==> src/pwl_defines.vh <==
// constants for the periodic wakeup timer and low-voltage control bank
`ifndef PWL_DEFINES_VH
`define PWL_DEFINES_VH

// avalon byte addresses of the three registers
`define PWL_ADDR_WAKEUP      4'h0
`define PWL_ADDR_POWER       4'h4
`define PWL_ADDR_PENDING     4'h8

// wakeup_timer_status_control fields
`define PWL_WK_FLAG          7
`define PWL_WK_ACK           6
`define PWL_WK_CLK_SEL       5
`define PWL_WK_IRQ_EN        4
`define PWL_WK_PER_HI        2
`define PWL_WK_PER_LO        0

// power_monitor_status_control fields
`define PWL_LV_FLAG          7
`define PWL_LV_ACK           6
`define PWL_LV_IRQ_EN        5
`define PWL_LV_RST_EN        4
`define PWL_LV_STOP_EN       3
`define PWL_LV_MASTER_EN     2
`define PWL_LV_BGAP_EN       0

// interrupt_pending_summary field
`define PWL_PEND_WAKEUP      0

// reset values
`define PWL_WK_RESET         8'h00
`define PWL_LV_RESET         8'h00
`define PWL_PER_OFF          3'h0

// timing: reference clock and internal oscillator periods
`define PWL_REF_CLK_NS       40
`define PWL_LPO_PERIOD_NS    1000000
`define PWL_LPO_PERIOD_US    1000

// timeouts on the internal oscillator, in ms
`define PWL_TMO_MS_1         8
`define PWL_TMO_MS_2         32
`define PWL_TMO_MS_3         64
`define PWL_TMO_MS_4         128
`define PWL_TMO_MS_5         256
`define PWL_TMO_MS_6         512
`define PWL_TMO_MS_7         1024

// timeouts on the external clock, in external periods
`define PWL_TMO_EXT_1        256
`define PWL_TMO_EXT_2        1024
`define PWL_TMO_EXT_3        2048
`define PWL_TMO_EXT_4        4096
`define PWL_TMO_EXT_5        8192
`define PWL_TMO_EXT_6        16384
`define PWL_TMO_EXT_7        32768

`endif

==> src/pwl_wakeup_timer.v <==
// wakeup timer counter with period decode for both clock sources
`include "pwl_defines.vh"

module pwl_wakeup_timer #(
  parameter CNT_W = 16
) (
  input  wire             ref_clk,
  input  wire             resetn,
  input  wire             tick,
  input  wire             clk_sel,
  input  wire [2:0]       period_sel,
  output reg              timeout_r
);

  // ms figures converted to 1 kHz ticks
  localparam integer K1 = `PWL_TMO_MS_1 * 1000 / `PWL_LPO_PERIOD_US;
  localparam integer K2 = `PWL_TMO_MS_2 * 1000 / `PWL_LPO_PERIOD_US;
  localparam integer K3 = `PWL_TMO_MS_3 * 1000 / `PWL_LPO_PERIOD_US;
  localparam integer K4 = `PWL_TMO_MS_4 * 1000 / `PWL_LPO_PERIOD_US;
  localparam integer K5 = `PWL_TMO_MS_5 * 1000 / `PWL_LPO_PERIOD_US;
  localparam integer K6 = `PWL_TMO_MS_6 * 1000 / `PWL_LPO_PERIOD_US;
  localparam integer K7 = `PWL_TMO_MS_7 * 1000 / `PWL_LPO_PERIOD_US;

  // terminal counts, cut on purpose to the counter width below
  localparam [31:0] L1 = K1 - 1;
  localparam [31:0] L2 = K2 - 1;
  localparam [31:0] L3 = K3 - 1;
  localparam [31:0] L4 = K4 - 1;
  localparam [31:0] L5 = K5 - 1;
  localparam [31:0] L6 = K6 - 1;
  localparam [31:0] L7 = K7 - 1;
  localparam [31:0] E1 = `PWL_TMO_EXT_1 - 1;
  localparam [31:0] E2 = `PWL_TMO_EXT_2 - 1;
  localparam [31:0] E3 = `PWL_TMO_EXT_3 - 1;
  localparam [31:0] E4 = `PWL_TMO_EXT_4 - 1;
  localparam [31:0] E5 = `PWL_TMO_EXT_5 - 1;
  localparam [31:0] E6 = `PWL_TMO_EXT_6 - 1;
  localparam [31:0] E7 = `PWL_TMO_EXT_7 - 1;

  reg [CNT_W-1:0] cnt_r;
  reg [CNT_W-1:0] last_tick;

  // terminal count for the selected source and period
  always @* begin
    last_tick = {CNT_W{1'b1}};
    if (!clk_sel) begin
      case (period_sel)
        3'h1:    last_tick = L1[CNT_W-1:0];
        3'h2:    last_tick = L2[CNT_W-1:0];
        3'h3:    last_tick = L3[CNT_W-1:0];
        3'h4:    last_tick = L4[CNT_W-1:0];
        3'h5:    last_tick = L5[CNT_W-1:0];
        3'h6:    last_tick = L6[CNT_W-1:0];
        3'h7:    last_tick = L7[CNT_W-1:0];
        default: last_tick = {CNT_W{1'b1}};
      endcase
    end else begin
      case (period_sel)
        3'h1:    last_tick = E1[CNT_W-1:0];
        3'h2:    last_tick = E2[CNT_W-1:0];
        3'h3:    last_tick = E3[CNT_W-1:0];
        3'h4:    last_tick = E4[CNT_W-1:0];
        3'h5:    last_tick = E5[CNT_W-1:0];
        3'h6:    last_tick = E6[CNT_W-1:0];
        3'h7:    last_tick = E7[CNT_W-1:0];
        default: last_tick = {CNT_W{1'b1}};
      endcase
    end
  end

  // counter; code zero holds it cleared for either source
  always @(posedge ref_clk or negedge resetn) begin
    if (!resetn) begin
      cnt_r     <= {CNT_W{1'b0}};
      timeout_r <= 1'b0;
    end else begin
      timeout_r <= 1'b0;
      if (period_sel == `PWL_PER_OFF) begin
        cnt_r <= {CNT_W{1'b0}};
      end else if (tick) begin
        if (cnt_r >= last_tick) begin
          cnt_r     <= {CNT_W{1'b0}};
          timeout_r <= 1'b1;
        end else begin
          cnt_r <= cnt_r + 1'b1;
        end
      end
    end
  end

endmodule // pwl_wakeup_timer

==> src/pwl_ctrl.v <==
// wakeup timer and low-voltage control register bank on avalon-mm
`include "pwl_defines.vh"

module pwl_ctrl #(
  parameter LPO_DIV = `PWL_LPO_PERIOD_NS / `PWL_REF_CLK_NS
) (
  input  wire        ref_clk,
  input  wire        resetn,
  // avalon-mm slave
  input  wire [3:0]  address,
  input  wire        read,
  input  wire        write,
  input  wire [31:0] writedata,
  input  wire [3:0]  byteenable,
  output wire [31:0] readdata,
  output wire        waitrequest,
  // pins and neighbouring logic
  input  wire        ext_clk,
  input  wire        low_voltage_event,
  input  wire        stop_mode,
  output wire        wakeup_irq,
  output wire        low_voltage_irq,
  output wire        low_voltage_reset_req,
  output wire        low_voltage_detect_on,
  output wire        bandgap_buffer_enable
);

  // the divider compares in 16 bits; the default count fits with room
  localparam [31:0] LPO_LAST_W = LPO_DIV - 1;
  localparam [15:0] LPO_LAST   = LPO_LAST_W[15:0];

  // bus handshake state
  reg         ack_r;
  reg  [31:0] rdata_r;
  reg  [31:0] rdata_nxt;

  // wakeup register fields
  reg         wk_flag_r;
  reg         wk_flag_nxt;
  reg         wk_clk_sel_r;
  reg         wk_irq_en_r;
  reg  [2:0]  wk_period_r;

  // power monitor register fields
  reg         lv_flag_r;
  reg         lv_flag_nxt;
  reg         lv_irq_en_r;
  reg         lv_rst_en_r;
  reg         lv_stop_en_r;
  reg         lv_master_r;
  reg         lv_bgap_r;
  reg         lv_once_r;

  // synchronisers and dividers
  reg  [2:0]  ext_sync_r;
  reg  [1:0]  lv_sync_r;
  reg  [15:0] lpo_cnt_r;
  reg         lpo_tick_r;

  // bus decode
  wire        req;
  wire        wr_go;
  wire        rd_go;
  wire        hit_wk;
  wire        hit_lv;
  wire        wr_wk;
  wire        wr_lv;
  wire        wk_ack_wr;
  wire        lv_ack_wr;

  // timer and detector paths
  wire        ext_rise;
  wire        timer_tick;
  wire        timeout;
  wire        lv_event_s;
  wire        lv_active;

  // register views
  wire [7:0]  wk_view;
  wire [7:0]  lv_view;
  wire [7:0]  pend_view;

  // one wait state: every request is answered on its second edge
  assign req         = read | write;
  assign waitrequest = req & ~ack_r;
  assign wr_go       = write & ack_r;
  assign rd_go       = read & ~ack_r;
  assign readdata    = rdata_r;

  // address hits; the pending register is read-only, and anything else falls through to the zero read
  assign hit_wk = (address == `PWL_ADDR_WAKEUP);
  assign hit_lv = (address == `PWL_ADDR_POWER);

  // writes need byte lane 0, where the eight register bits sit
  assign wr_wk = wr_go & byteenable[0] & hit_wk;
  assign wr_lv = wr_go & byteenable[0] & hit_lv;

  // acknowledge strobes: a written one clears, a written zero is ignored
  assign wk_ack_wr = wr_wk & writedata[`PWL_WK_ACK];
  assign lv_ack_wr = wr_lv & writedata[`PWL_LV_ACK];

  // ack lasts one cycle, so a request still held after its answer
  // is seen as a fresh one; the master must drop it at the answer edge
  always @(posedge ref_clk or negedge resetn) begin
    if (!resetn) begin
      ack_r <= 1'b0;
    end else begin
      ack_r <= req & ~ack_r;
    end
  end

  // register views; ack bits and unused bits read as zero
  assign wk_view = {wk_flag_r, 1'b0, wk_clk_sel_r, wk_irq_en_r,
                    1'b0, wk_period_r};
  assign lv_view = {lv_flag_r, 1'b0, lv_irq_en_r, lv_rst_en_r,
                    lv_stop_en_r, lv_master_r, 1'b0, lv_bgap_r};
  assign pend_view = {7'h00, wk_flag_r & wk_irq_en_r};

  // read mux; unmapped addresses read zero
  always @* begin
    rdata_nxt = 32'h0000_0000;
    case (address)
      `PWL_ADDR_WAKEUP:  rdata_nxt = {24'h00_0000, wk_view};
      `PWL_ADDR_POWER:   rdata_nxt = {24'h00_0000, lv_view};
      `PWL_ADDR_PENDING: rdata_nxt = {24'h00_0000, pend_view};
      default:           rdata_nxt = 32'h0000_0000;
    endcase
  end

  // read data is captured on the first edge, shown with waitrequest low
  always @(posedge ref_clk or negedge resetn) begin
    if (!resetn) begin
      rdata_r <= 32'h0000_0000;
    end else if (rd_go) begin
      rdata_r <= rdata_nxt;
    end
  end

  // external clock pin: two flops, then a third for edge detection;
  // the pin must run below half of ref_clk to be seen
  always @(posedge ref_clk or negedge resetn) begin
    if (!resetn) begin
      ext_sync_r <= 3'h0;
    end else begin
      ext_sync_r <= {ext_sync_r[1:0], ext_clk};
    end
  end

  // detector output comes from the analog side, so two flops as well
  always @(posedge ref_clk or negedge resetn) begin
    if (!resetn) begin
      lv_sync_r <= 2'h0;
    end else begin
      lv_sync_r <= {lv_sync_r[0], low_voltage_event};
    end
  end

  // only the second flop is read; the first may still be settling
  assign lv_event_s = lv_sync_r[1];

  assign ext_rise = ext_sync_r[1] & ~ext_sync_r[2];

  // 1 kHz enable pulse stands in for the internal oscillator; it is
  // exact, where a real low-power oscillator would drift with supply
  always @(posedge ref_clk or negedge resetn) begin
    if (!resetn) begin
      lpo_cnt_r  <= 16'h0000;
      lpo_tick_r <= 1'b0;
    end else if (lpo_cnt_r >= LPO_LAST) begin
      lpo_cnt_r  <= 16'h0000;
      lpo_tick_r <= 1'b1;
    end else begin
      lpo_cnt_r  <= lpo_cnt_r + 16'h0001;
      lpo_tick_r <= 1'b0;
    end
  end

  // source select for the timer
  assign timer_tick = wk_clk_sel_r ? ext_rise : lpo_tick_r;

  pwl_wakeup_timer #(
    .CNT_W      (16)
  ) u_timer (
    .ref_clk    (ref_clk),
    .resetn     (resetn),
    .tick       (timer_tick),
    .clk_sel    (wk_clk_sel_r),
    .period_sel (wk_period_r),
    .timeout_r  (timeout)
  );

  // wakeup flag: a timeout in the ack cycle still sets the flag
  always @* begin
    wk_flag_nxt = wk_flag_r;
    if (wk_ack_wr) begin
      wk_flag_nxt = 1'b0;
    end
    if (timeout) begin
      wk_flag_nxt = 1'b1;
    end
  end

  // wakeup flag register
  always @(posedge ref_clk or negedge resetn) begin
    if (!resetn) begin
      wk_flag_r <= 1'b0;
    end else begin
      wk_flag_r <= wk_flag_nxt;
    end
  end

  // wakeup control fields, plain read/write
  always @(posedge ref_clk or negedge resetn) begin
    if (!resetn) begin
      wk_clk_sel_r <= 1'b0;
      wk_irq_en_r  <= 1'b0;
      wk_period_r  <= `PWL_PER_OFF;
    end else if (wr_wk) begin
      wk_clk_sel_r <= writedata[`PWL_WK_CLK_SEL];
      wk_irq_en_r  <= writedata[`PWL_WK_IRQ_EN];
      wk_period_r  <= writedata[`PWL_WK_PER_HI:`PWL_WK_PER_LO];
    end
  end

  // detection runs when enabled, and in stop only if allowed
  assign lv_active = lv_master_r & (~stop_mode | lv_stop_en_r);

  // low-voltage flag: a detect event wins over an ack in the same cycle
  always @* begin
    lv_flag_nxt = lv_flag_r;
    if (lv_ack_wr) begin
      lv_flag_nxt = 1'b0;
    end
    if (lv_active && lv_event_s) begin
      lv_flag_nxt = 1'b1;
    end
  end

  // low-voltage flag register
  always @(posedge ref_clk or negedge resetn) begin
    if (!resetn) begin
      lv_flag_r <= 1'b0;
    end else begin
      lv_flag_r <= lv_flag_nxt;
    end
  end

  // plain read/write power fields
  always @(posedge ref_clk or negedge resetn) begin
    if (!resetn) begin
      lv_irq_en_r  <= 1'b0;
      lv_stop_en_r <= 1'b0;
      lv_bgap_r    <= 1'b0;
    end else if (wr_lv) begin
      lv_irq_en_r  <= writedata[`PWL_LV_IRQ_EN];
      lv_stop_en_r <= writedata[`PWL_LV_STOP_EN];
      lv_bgap_r    <= writedata[`PWL_LV_BGAP_EN];
    end
  end

  // write-once group: the first lane-0 write after reset locks both bits,
  // whatever it carries, so stray code cannot arm a reset later
  always @(posedge ref_clk or negedge resetn) begin
    if (!resetn) begin
      lv_rst_en_r <= 1'b0;
      lv_master_r <= 1'b0;
      lv_once_r   <= 1'b0;
    end else if (wr_lv) begin
      lv_once_r <= 1'b1;
      if (!lv_once_r) begin
        lv_rst_en_r <= writedata[`PWL_LV_RST_EN];
        lv_master_r <= writedata[`PWL_LV_MASTER_EN];
      end
    end
  end

  // outputs: requests are levels that follow the flags
  assign wakeup_irq            = wk_flag_r & wk_irq_en_r;

  // low-voltage requests need the master enable even with the flag set
  assign low_voltage_irq       = lv_flag_r & lv_irq_en_r
                                 & lv_master_r;
  assign low_voltage_reset_req = lv_flag_r & lv_rst_en_r
                                 & lv_master_r;

  // detector power follows master enable and stop permission
  assign low_voltage_detect_on = lv_active;
  // the buffer also serves the comparator, so it is not tied to master
  assign bandgap_buffer_enable = lv_bgap_r;

endmodule // pwl_ctrl

==> config.mk <==
export PLATFORM = sky130hd
export DESIGN_NAME = pwl_ctrl
export DESIGN_NICKNAME = d
export VERILOG_FILES = /design/src/pwl_wakeup_timer.v /design/src/pwl_ctrl.v
export VERILOG_INCLUDE_DIRS = /design/src
export SDC_FILE = /design/constraint.sdc
export NUM_CORES = 1
export LEC_CHECK = 0
export BUFFER_PORTS_ARGS = -buffer_cell sky130_fd_sc_hd__buf_2
export CAP_MARGIN = 10
export CORE_ASPECT_RATIO = 0.7
export CORE_MARGIN = 4
export CORE_UTILIZATION = 59
export CTS_BUF_LIST = sky130_fd_sc_hd__clkbuf_4 sky130_fd_sc_hd__clkbuf_8
export DETAILED_ROUTE_END_ITERATION = 7
export PLACE_DENSITY = 0.87
export SETUP_SLACK_MARGIN = 0.5
export SYNTH_ARGS = -nofsm -noshare
export SYNTH_HDL_FRONTEND = slang
export SYNTH_HIERARCHICAL = 1
export SYNTH_SLANG_ARGS = --single-unit
==> constraint.sdc <==
create_clock -name ref_clk -period 7.8 [get_ports ref_clk]
set_input_delay 1.17 -clock ref_clk [delete_from_list [all_inputs] [get_ports ref_clk]]
set_output_delay 1.17 -clock ref_clk [all_outputs]
set_load 0.03 [all_outputs]
==> flow_summary_export.csv, run 1 <==
group,metric,value,unit
status,outcome,"finished, final reports clean",
logic_synthesis,synthCells,343,
power_and_ir_drop,vdd_drop_max,0.1046,mV
drt,via_count,2480,
clock_tree,cts_buffers,9,
setup_path,path_class,"reg -> reg",
logic_synthesis,synth-compound-area-share,10.77,%
worst_hold_path,min_path_type,"reg -> reg",
logic_synthesis,yosysTopAreaCell,"dfrtp_1",
setup_path,critPathBufInv,1,
grt,grt_pass1_wl,11.41,mm
drt,drc,0,
die,die_h,71.01,um
timing,maxSlewViolCount,0,
die,rows,22,
logic_synthesis,synth_area_leaders,"dfrtp_1 45%, buf_4 5.6%, ha_1 4.9%, nand2_1 4.6%, xnor2_1 4.5%",
timing,hold_violations,0,
grt,use_met1,26.78,%
setup_path,critPathMaxStageDelay,0.67,ns
setup_path,slowest_stage,"or3_1",
timing,rsz0062_at_grt,"false",
logic_synthesis,synth_top_family_by_area,"simple AND/OR/NAND/NOR gates",
clock_tree,insertion_delay,0.35,ns
clock_tree,cts_sinks,60,
finish,nNetsFinal,433,
grt,busiest_layer,"met2",
drt,wl_per_cell,15.18,um
logic_synthesis,ys_ff_latch,60,
timing,max_freq,273.9,MHz
drt,routed_wl,6.831,mm
placement,dp_hpwl,4.864,mm
finish,drive_gt1_share,19.31,%
logic_synthesis,async_flop_share,100.0,%
placement,place_congestion,0.8639,
clock_tree,clk_pin_slew,0.07,ns
timing,min_period_over_period,46.80,%
logic_synthesis,synth_area_per_cell,9.754,um^2
die,ios,85,
drt,antenna_left,0,
die,die_area,6959,um^2
logic_synthesis,synth_area,3346,um^2
timing,setup_viol,0,
drt,drt_pass1_iterations,4,
die,core-area,5368,um^2
clock_tree,ctsResizeCount,0,
clock_tree,cts_max_path_buffers,2,
setup_path,path_cells,"nor3_1, inv_1, nand2_1, o21ai_0, ha_1, nand4_1, or3_1, a221oi_1, or3_1, o21ai_0",
logic_synthesis,synth-adder-area-share,4.862,%
logic_synthesis,yosys.area_share.simple,17.61,%
die,dieWidth,98.01,um
setup_path,crit_fanout,16,
grt,grt_overflow,0,
clock_tree,cts_tree,"built",
grt,grt_max_degree,61,
timing,fin_tns_setup,0,ns
grt,met3_usage,7.586,%
finish,fillCellCount,432,
grt,antenna_found_initial,0,
power_and_ir_drop,power_density,224.0,nW/um^2
logic_synthesis,yosysMostFrequentCell,"dfrtp_1",
drt,drtIter0Drc,131,
finish,syn_to_final_growth,8.676,%
timing,worstMarginPinSlew,1.131,ns
logic_synthesis,yosysUniqueCellTypes,47,
setup_path,critPathArrivalTime,3.84,ns
power_and_ir_drop,leakagePower,0.001722,uW
clock_tree,cts_setup_buffers,0,
logic_synthesis,ys.warnings.count,6,
clock_tree,cts_root_buf,"clkbuf_8",
logic_synthesis,synth_edf_count,0,
logic_synthesis,ys_top_cells_by_count,"60 x dfrtp_1, 41 x nand2_1, 35 x nor2_1, 25 x buf_4, 17 x xnor2_1",
logic_synthesis,synth_ff_type,"dfrtp_1",
grt,grt.met2_usage,32.35,%
drt,post_drt_via_cell_ratio,5.511,
logic_synthesis,synthMuxAreaShare,4.862,%
clock_tree,htreeDepth,3,
placement,port_buffers,31,
timing,fin_crit,3.650,ns
run,drv_cap,0,
setup_path,r2r_slack,4.15,ns
setup_path,crit_family,"simple AND/OR/NAND/NOR gates",
grt,grtUsageTotal,20.71,%
setup_path,cp-end-kind,"register",
logic_synthesis,synth_top_area_share,44.88,%
grt,grt_pass1_vias,2415,
timing,whs,0.3472,ns
die,start_util,62.33,%
timing,slew_headroom,24.31,%
logic_synthesis,ys_seq_area_share,44.88,%
setup_path,critPathLaunchType,"register",
clock_tree,postCtsHoldBufs,0,
logic_synthesis,synthXorXnorAreaFrac,7.068,%
timing,skew,0.008481,ns
setup_path,cp.required,7.99,ns
finish,diodes,0,
==> cell type report <==
| cell class | count | area [um^2] | area share, % |
|---|---|---|---|
| tap | 72 | 90.09 | 2.478 |
| multi-input combinational | 257 | 1609 | 44.25 |
| sequential | 60 | 1501 | 41.29 |
| clock inverter | 6 | 86.33 | 2.374 |
| inverter | 13 | 48.80 | 1.342 |
| clock buffer | 10 | 137.6 | 3.785 |
| timing repair buffer | 32 | 162.7 | 4.473 |
==> registers in the layout (all words and copies together) (netlist names), 2 cells and up <==
signal,flops
ext_sync_r,3
lpo_cnt_r,16
lv_sync_r,2
readdata,7
u_timer/cnt_r,16
wk_period_r,3
==> layout by cell type (no fill, tap or decap), drive strengths merged, types with 7 or more instances in the layout <==
master  count
buf        32
clkbuf     10
conb       26
dfrtp      60
ha         13
inv        14
mux2       10
nand2      41
nand3      10
nand4       7
nor2       35
nor3       12
o21ai      26
xnor2      17
xor2       10
==> stage by stage <==
stage	worst slack, ns	total power [uW]	utilization (%)	instances	instance area [um^2]
6_report	4.150	814.5	67.74	450	3636
5_1_grt	3.852	855.8	67.74	450	3636
4_1_cts	4.189	819.9	67.74	450	3636
3_5_place_dp	4.189	503.1	63.57	434	3412
3_3_place_gp	4.310	492.0	63.57	434	3412
2_1_floorplan	4.691	475.0	-	368	3440
==> final timing paths <==
check,startpoint,end,cells after the start
max in group asynchronous,resetn,u_timer/cnt_r[3]$_DFFE_PN0P_,2
hold reg to reg,lv_sync_r[0]$_DFF_PN0_,lv_sync_r[1]$_DFF_PN0_,0
setup / recovery,wk_period_r[1]$_DFFE_PN0N_,u_timer/cnt_r[2]$_DFFE_PN0P_,10
hold / removal,lv_sync_r[0]$_DFF_PN0_,lv_sync_r[1]$_DFF_PN0_,0
setup reg to reg,wk_period_r[1]$_DFFE_PN0N_,u_timer/cnt_r[2]$_DFFE_PN0P_,10
min in group asynchronous,resetn,u_timer/cnt_r[8]$_DFFE_PN0P_,2
==> power breakdown <==
part	internal [uW]	switching (uW)	leakage, uW
combinational	44.4	90.3	0.000804
sequential	334	29.8	0.000806
clock	188	128	0.000113
==> cell families (layout without fill, tap and decap cells) <==
group / Yosys count / in the layout
other cells: 1 / 26
flops: 60 / 60
xor+xnor: 27 / 27
fa+ha+maj: 13 / 13
simple gates: 126 / 126
mux: 15 / 15
buf+inv: 51 / 61
compound gates: 50 / 50
==> metal layers <==
metal | share of wire, % | wire length, um | vias to the layer above
li1 | - | - | 1188
met1 | 44 | 2978 | 1198
met2 | 48 | 3254 | 82
met3 | 7.2 | 495 | 12
met4 | 1.5 | 102 | 0
met5 | 0 | 0 | -
(Power assumes the default switching activity.)
==> run 2, diff against run 1 <==
--- a/config.mk
+++ b/config.mk
@@ -10,10 +10,10 @@
 export CAP_MARGIN = 10
 export CORE_ASPECT_RATIO = 0.7
 export CORE_MARGIN = 4
-export CORE_UTILIZATION = 59
+export CORE_UTILIZATION = 50
 export CTS_BUF_LIST = sky130_fd_sc_hd__clkbuf_4 sky130_fd_sc_hd__clkbuf_8
 export DETAILED_ROUTE_END_ITERATION = 7
-export PLACE_DENSITY = 0.87
+export PLACE_DENSITY = 0.79
 export SETUP_SLACK_MARGIN = 0.5
 export SYNTH_ARGS = -nofsm -noshare
 export SYNTH_HDL_FRONTEND = slang
==> constraint.sdc (replaced) <==
create_clock -name ref_clk -period 3.33 [get_ports ref_clk]
set_input_delay 0.4995 -clock ref_clk [delete_from_list [all_inputs] [get_ports ref_clk]]
set_output_delay 0.4995 -clock ref_clk [all_outputs]
set_load 0.03 [all_outputs]
==> run 2 against run 1 <==
Effect of this change:
- core utilization decreased by 9.2 points
- clock skew increased by 0.0031 ns
- register-to-register slack got worse by 3.5 ns
- first-iteration DRC count increased by 0.76%
- non-clock buffer count increased by 7
- combinational power increased to 2.7 times the previous value
- power increased by 130%
- design area increased by 2.4%
- largest power group unchanged
==> flow_summary_export.csv, run 2 (synthesis gave the netlist of run 1 again) <==
group,metric,value,unit
clock_tree,clk_pin_slew,0.06,ns
drt,wl_per_cell,14.00,um
power_and_ir_drop,vdd_drop_max,0.2819,mV
setup_path,critPathLaunchType,"register",
die,die_h,76.44,um
finish,nNetsFinal,440,
drt,post_drt_via_cell_ratio,5.103,
clock_tree,postCtsHoldBufs,0,
grt,antenna_found_initial,0,
finish,drive_gt1_share,21.88,%
drt,wl_met3,329,um
timing,whs,0.02860,ns
finish,final_cell_mix,"59 x dfrtp_1, 40 x nand2_1, 35 x nor2_1, 31 x buf_2, 26 x conb_1",
die,die_area,8085,um^2
finish,ff_latch_area,1503,um^2
setup_path,cp-end-kind,"register",
die,ios,85,
grt,grt_max_degree,52,
drt,drtIter0Drc,132,
setup_path,critPathArrivalTime,2.92,ns
timing,min_period_over_period,79.70,%
worst_hold_path,min_path_type,"in -> async",
timing,maxSlewViolCount,0,
timing,slew_headroom,27.52,%
die,dieWidth,105.8,um
power_and_ir_drop,leakagePower,0.001753,uW
die,start_util,52.56,%
clock_tree,cts_tree,"built",
timing,rsz0062_at_grt,"false",
timing,fin_crit,2.654,ns
setup_path,path_class,"reg -> reg",
clock_tree,cts_max_path_buffers,2,
timing,hold_violations,0,
grt,grt_pass1_vias,2408,
placement,dp_hpwl,4.730,mm
timing,max_freq,376.8,MHz
clock_tree,cts_root_buf,"clkbuf_8",
grt,grt_pass1_wl,11.35,mm
drt,wl_met1,3.194,mm
finish,diodes,0,
die,rows,24,
finish,multi_input_comb_area,1627,um^2
drt,via_count,2424,
clock_tree,insertion_delay,0.34,ns
run,drv_cap,0,
drt,wl_met2,3.086,mm
grt,grtUsageTotal,17.40,%
drt,drc,0,
status,outcome,"finished, final reports clean",
setup_path,cp.required,3.59,ns
drt,top_layer_used,"met4",
drt,antenna_left,0,
finish,fillCellCount,560,
drt,drt_pass1_iterations,4,
drt,routed_wl,6.652,mm
timing,setup_viol,0,
clock_tree,htreeDepth,3,
timing,skew,0.01161,ns
die,core-area,6366,um^2
clock_tree,cts_sinks,60,
placement,place_congestion,0.8509,
finish,syn_to_final_growth,11.29,%
timing,worstMarginPinSlew,1.083,ns
setup_path,crit_fanout,8,
grt,grt_overflow,0,
timing,fin_tns_setup,0,ns
finish,layout_commonest_cell,"dfrtp_1",
placement,port_buffers,31,
clock_tree,cts_buffers,9,
finish,fin_util,58.49,%
power_and_ir_drop,power_density,498.4,nW/um^2
-- run 2: timing repair --
action | CTS | global route
endpoints found under the setup margin | 16 | 16
gates resized for setup | 1 | 10
cloned | 0 | 0
setup buffers | 1 | 0
pin swaps | 1 | 2
-- run 2: routing by layer --
| layer | up-vias | global-route usage [%] |
|---|---|---|
| met2 | 57 | 26.97 |
| met4 | 0 | 4.916 |
| met3 | 6 | 5.758 |
| met5 | - | 0 |
| met1 | 1163 | 23.35 |
| li1 | 1198 | - |
-- run 2: final timing paths --
check / startpoint / endpoint / slack, ns / cells after the start
max: wk_period_r[1]$_DFFE_PN0N_ / u_timer/cnt_r[3]$_DFFE_PN0P_ / 0.68 / 11
max in group asynchronous: resetn / readdata[5]$_DFFE_PN0P_ / 2.60 / 3
max reg2reg: wk_period_r[1]$_DFFE_PN0N_ / u_timer/cnt_r[3]$_DFFE_PN0P_ / 0.68 / 11
min: resetn / u_timer/cnt_r[1]$_DFFE_PN0P_ / 0.03 / 1
min reg2reg: lv_sync_r[0]$_DFF_PN0_ / lv_sync_r[1]$_DFF_PN0_ / 0.34 / 0
min in group ref_clk: ext_clk / ext_sync_r[0]$_DFF_PN0_ / 0.27 / 1
-- run 2: final cells by class --
type | count | area share [%]
Clock inverter | 4 | 1.310
Inverter | 13 | 1.310
Clock buffer | 11 | 4.066
Sequential cell | 60 | 40.36
Tap cell | 91 | 3.058
Timing Repair Buffer | 39 | 6.216
Multi-Input combinational cell | 257 | 43.68
-- run 2: through the flow --
step	power (uW)	std cells	cell area (um^2)	setup slack, ns
5_1_grt	1954	475	3724	0.5161
6_report	1856	475	3724	0.6759
4_1_cts	1860	474	3692	0.5954
3_5_place_dp	1188	458	3478	0.4130
2_1_floorplan	1114	368	3445	0.5319
3_3_place_gp	1175	458	3478	0.5058
-- run 2: where the power goes --
group / leakage (uW) / switching [uW] / internal [uW]
Sequential: 0.000804 / 58.8 / 784
Clock: 0.000105 / 274 / 380
Combinational: 0.000843 / 233 / 126
Total: 0.00175 / 566 / 1290
-- run 2: worst max-delay path, stage by stage (launching register included) --
cell and delay (ns):
dfrtp_1 0.41, nor3_4 0.23, inv_2 0.07, nand2_2 0.09, o21ai_1 0.08, ha_1 0.34, a211oi_2 0.18, o211ai_1 0.13
a221o_1 0.36, or3_1 0.34, buf_4 0.19, o21ai_0 0.15
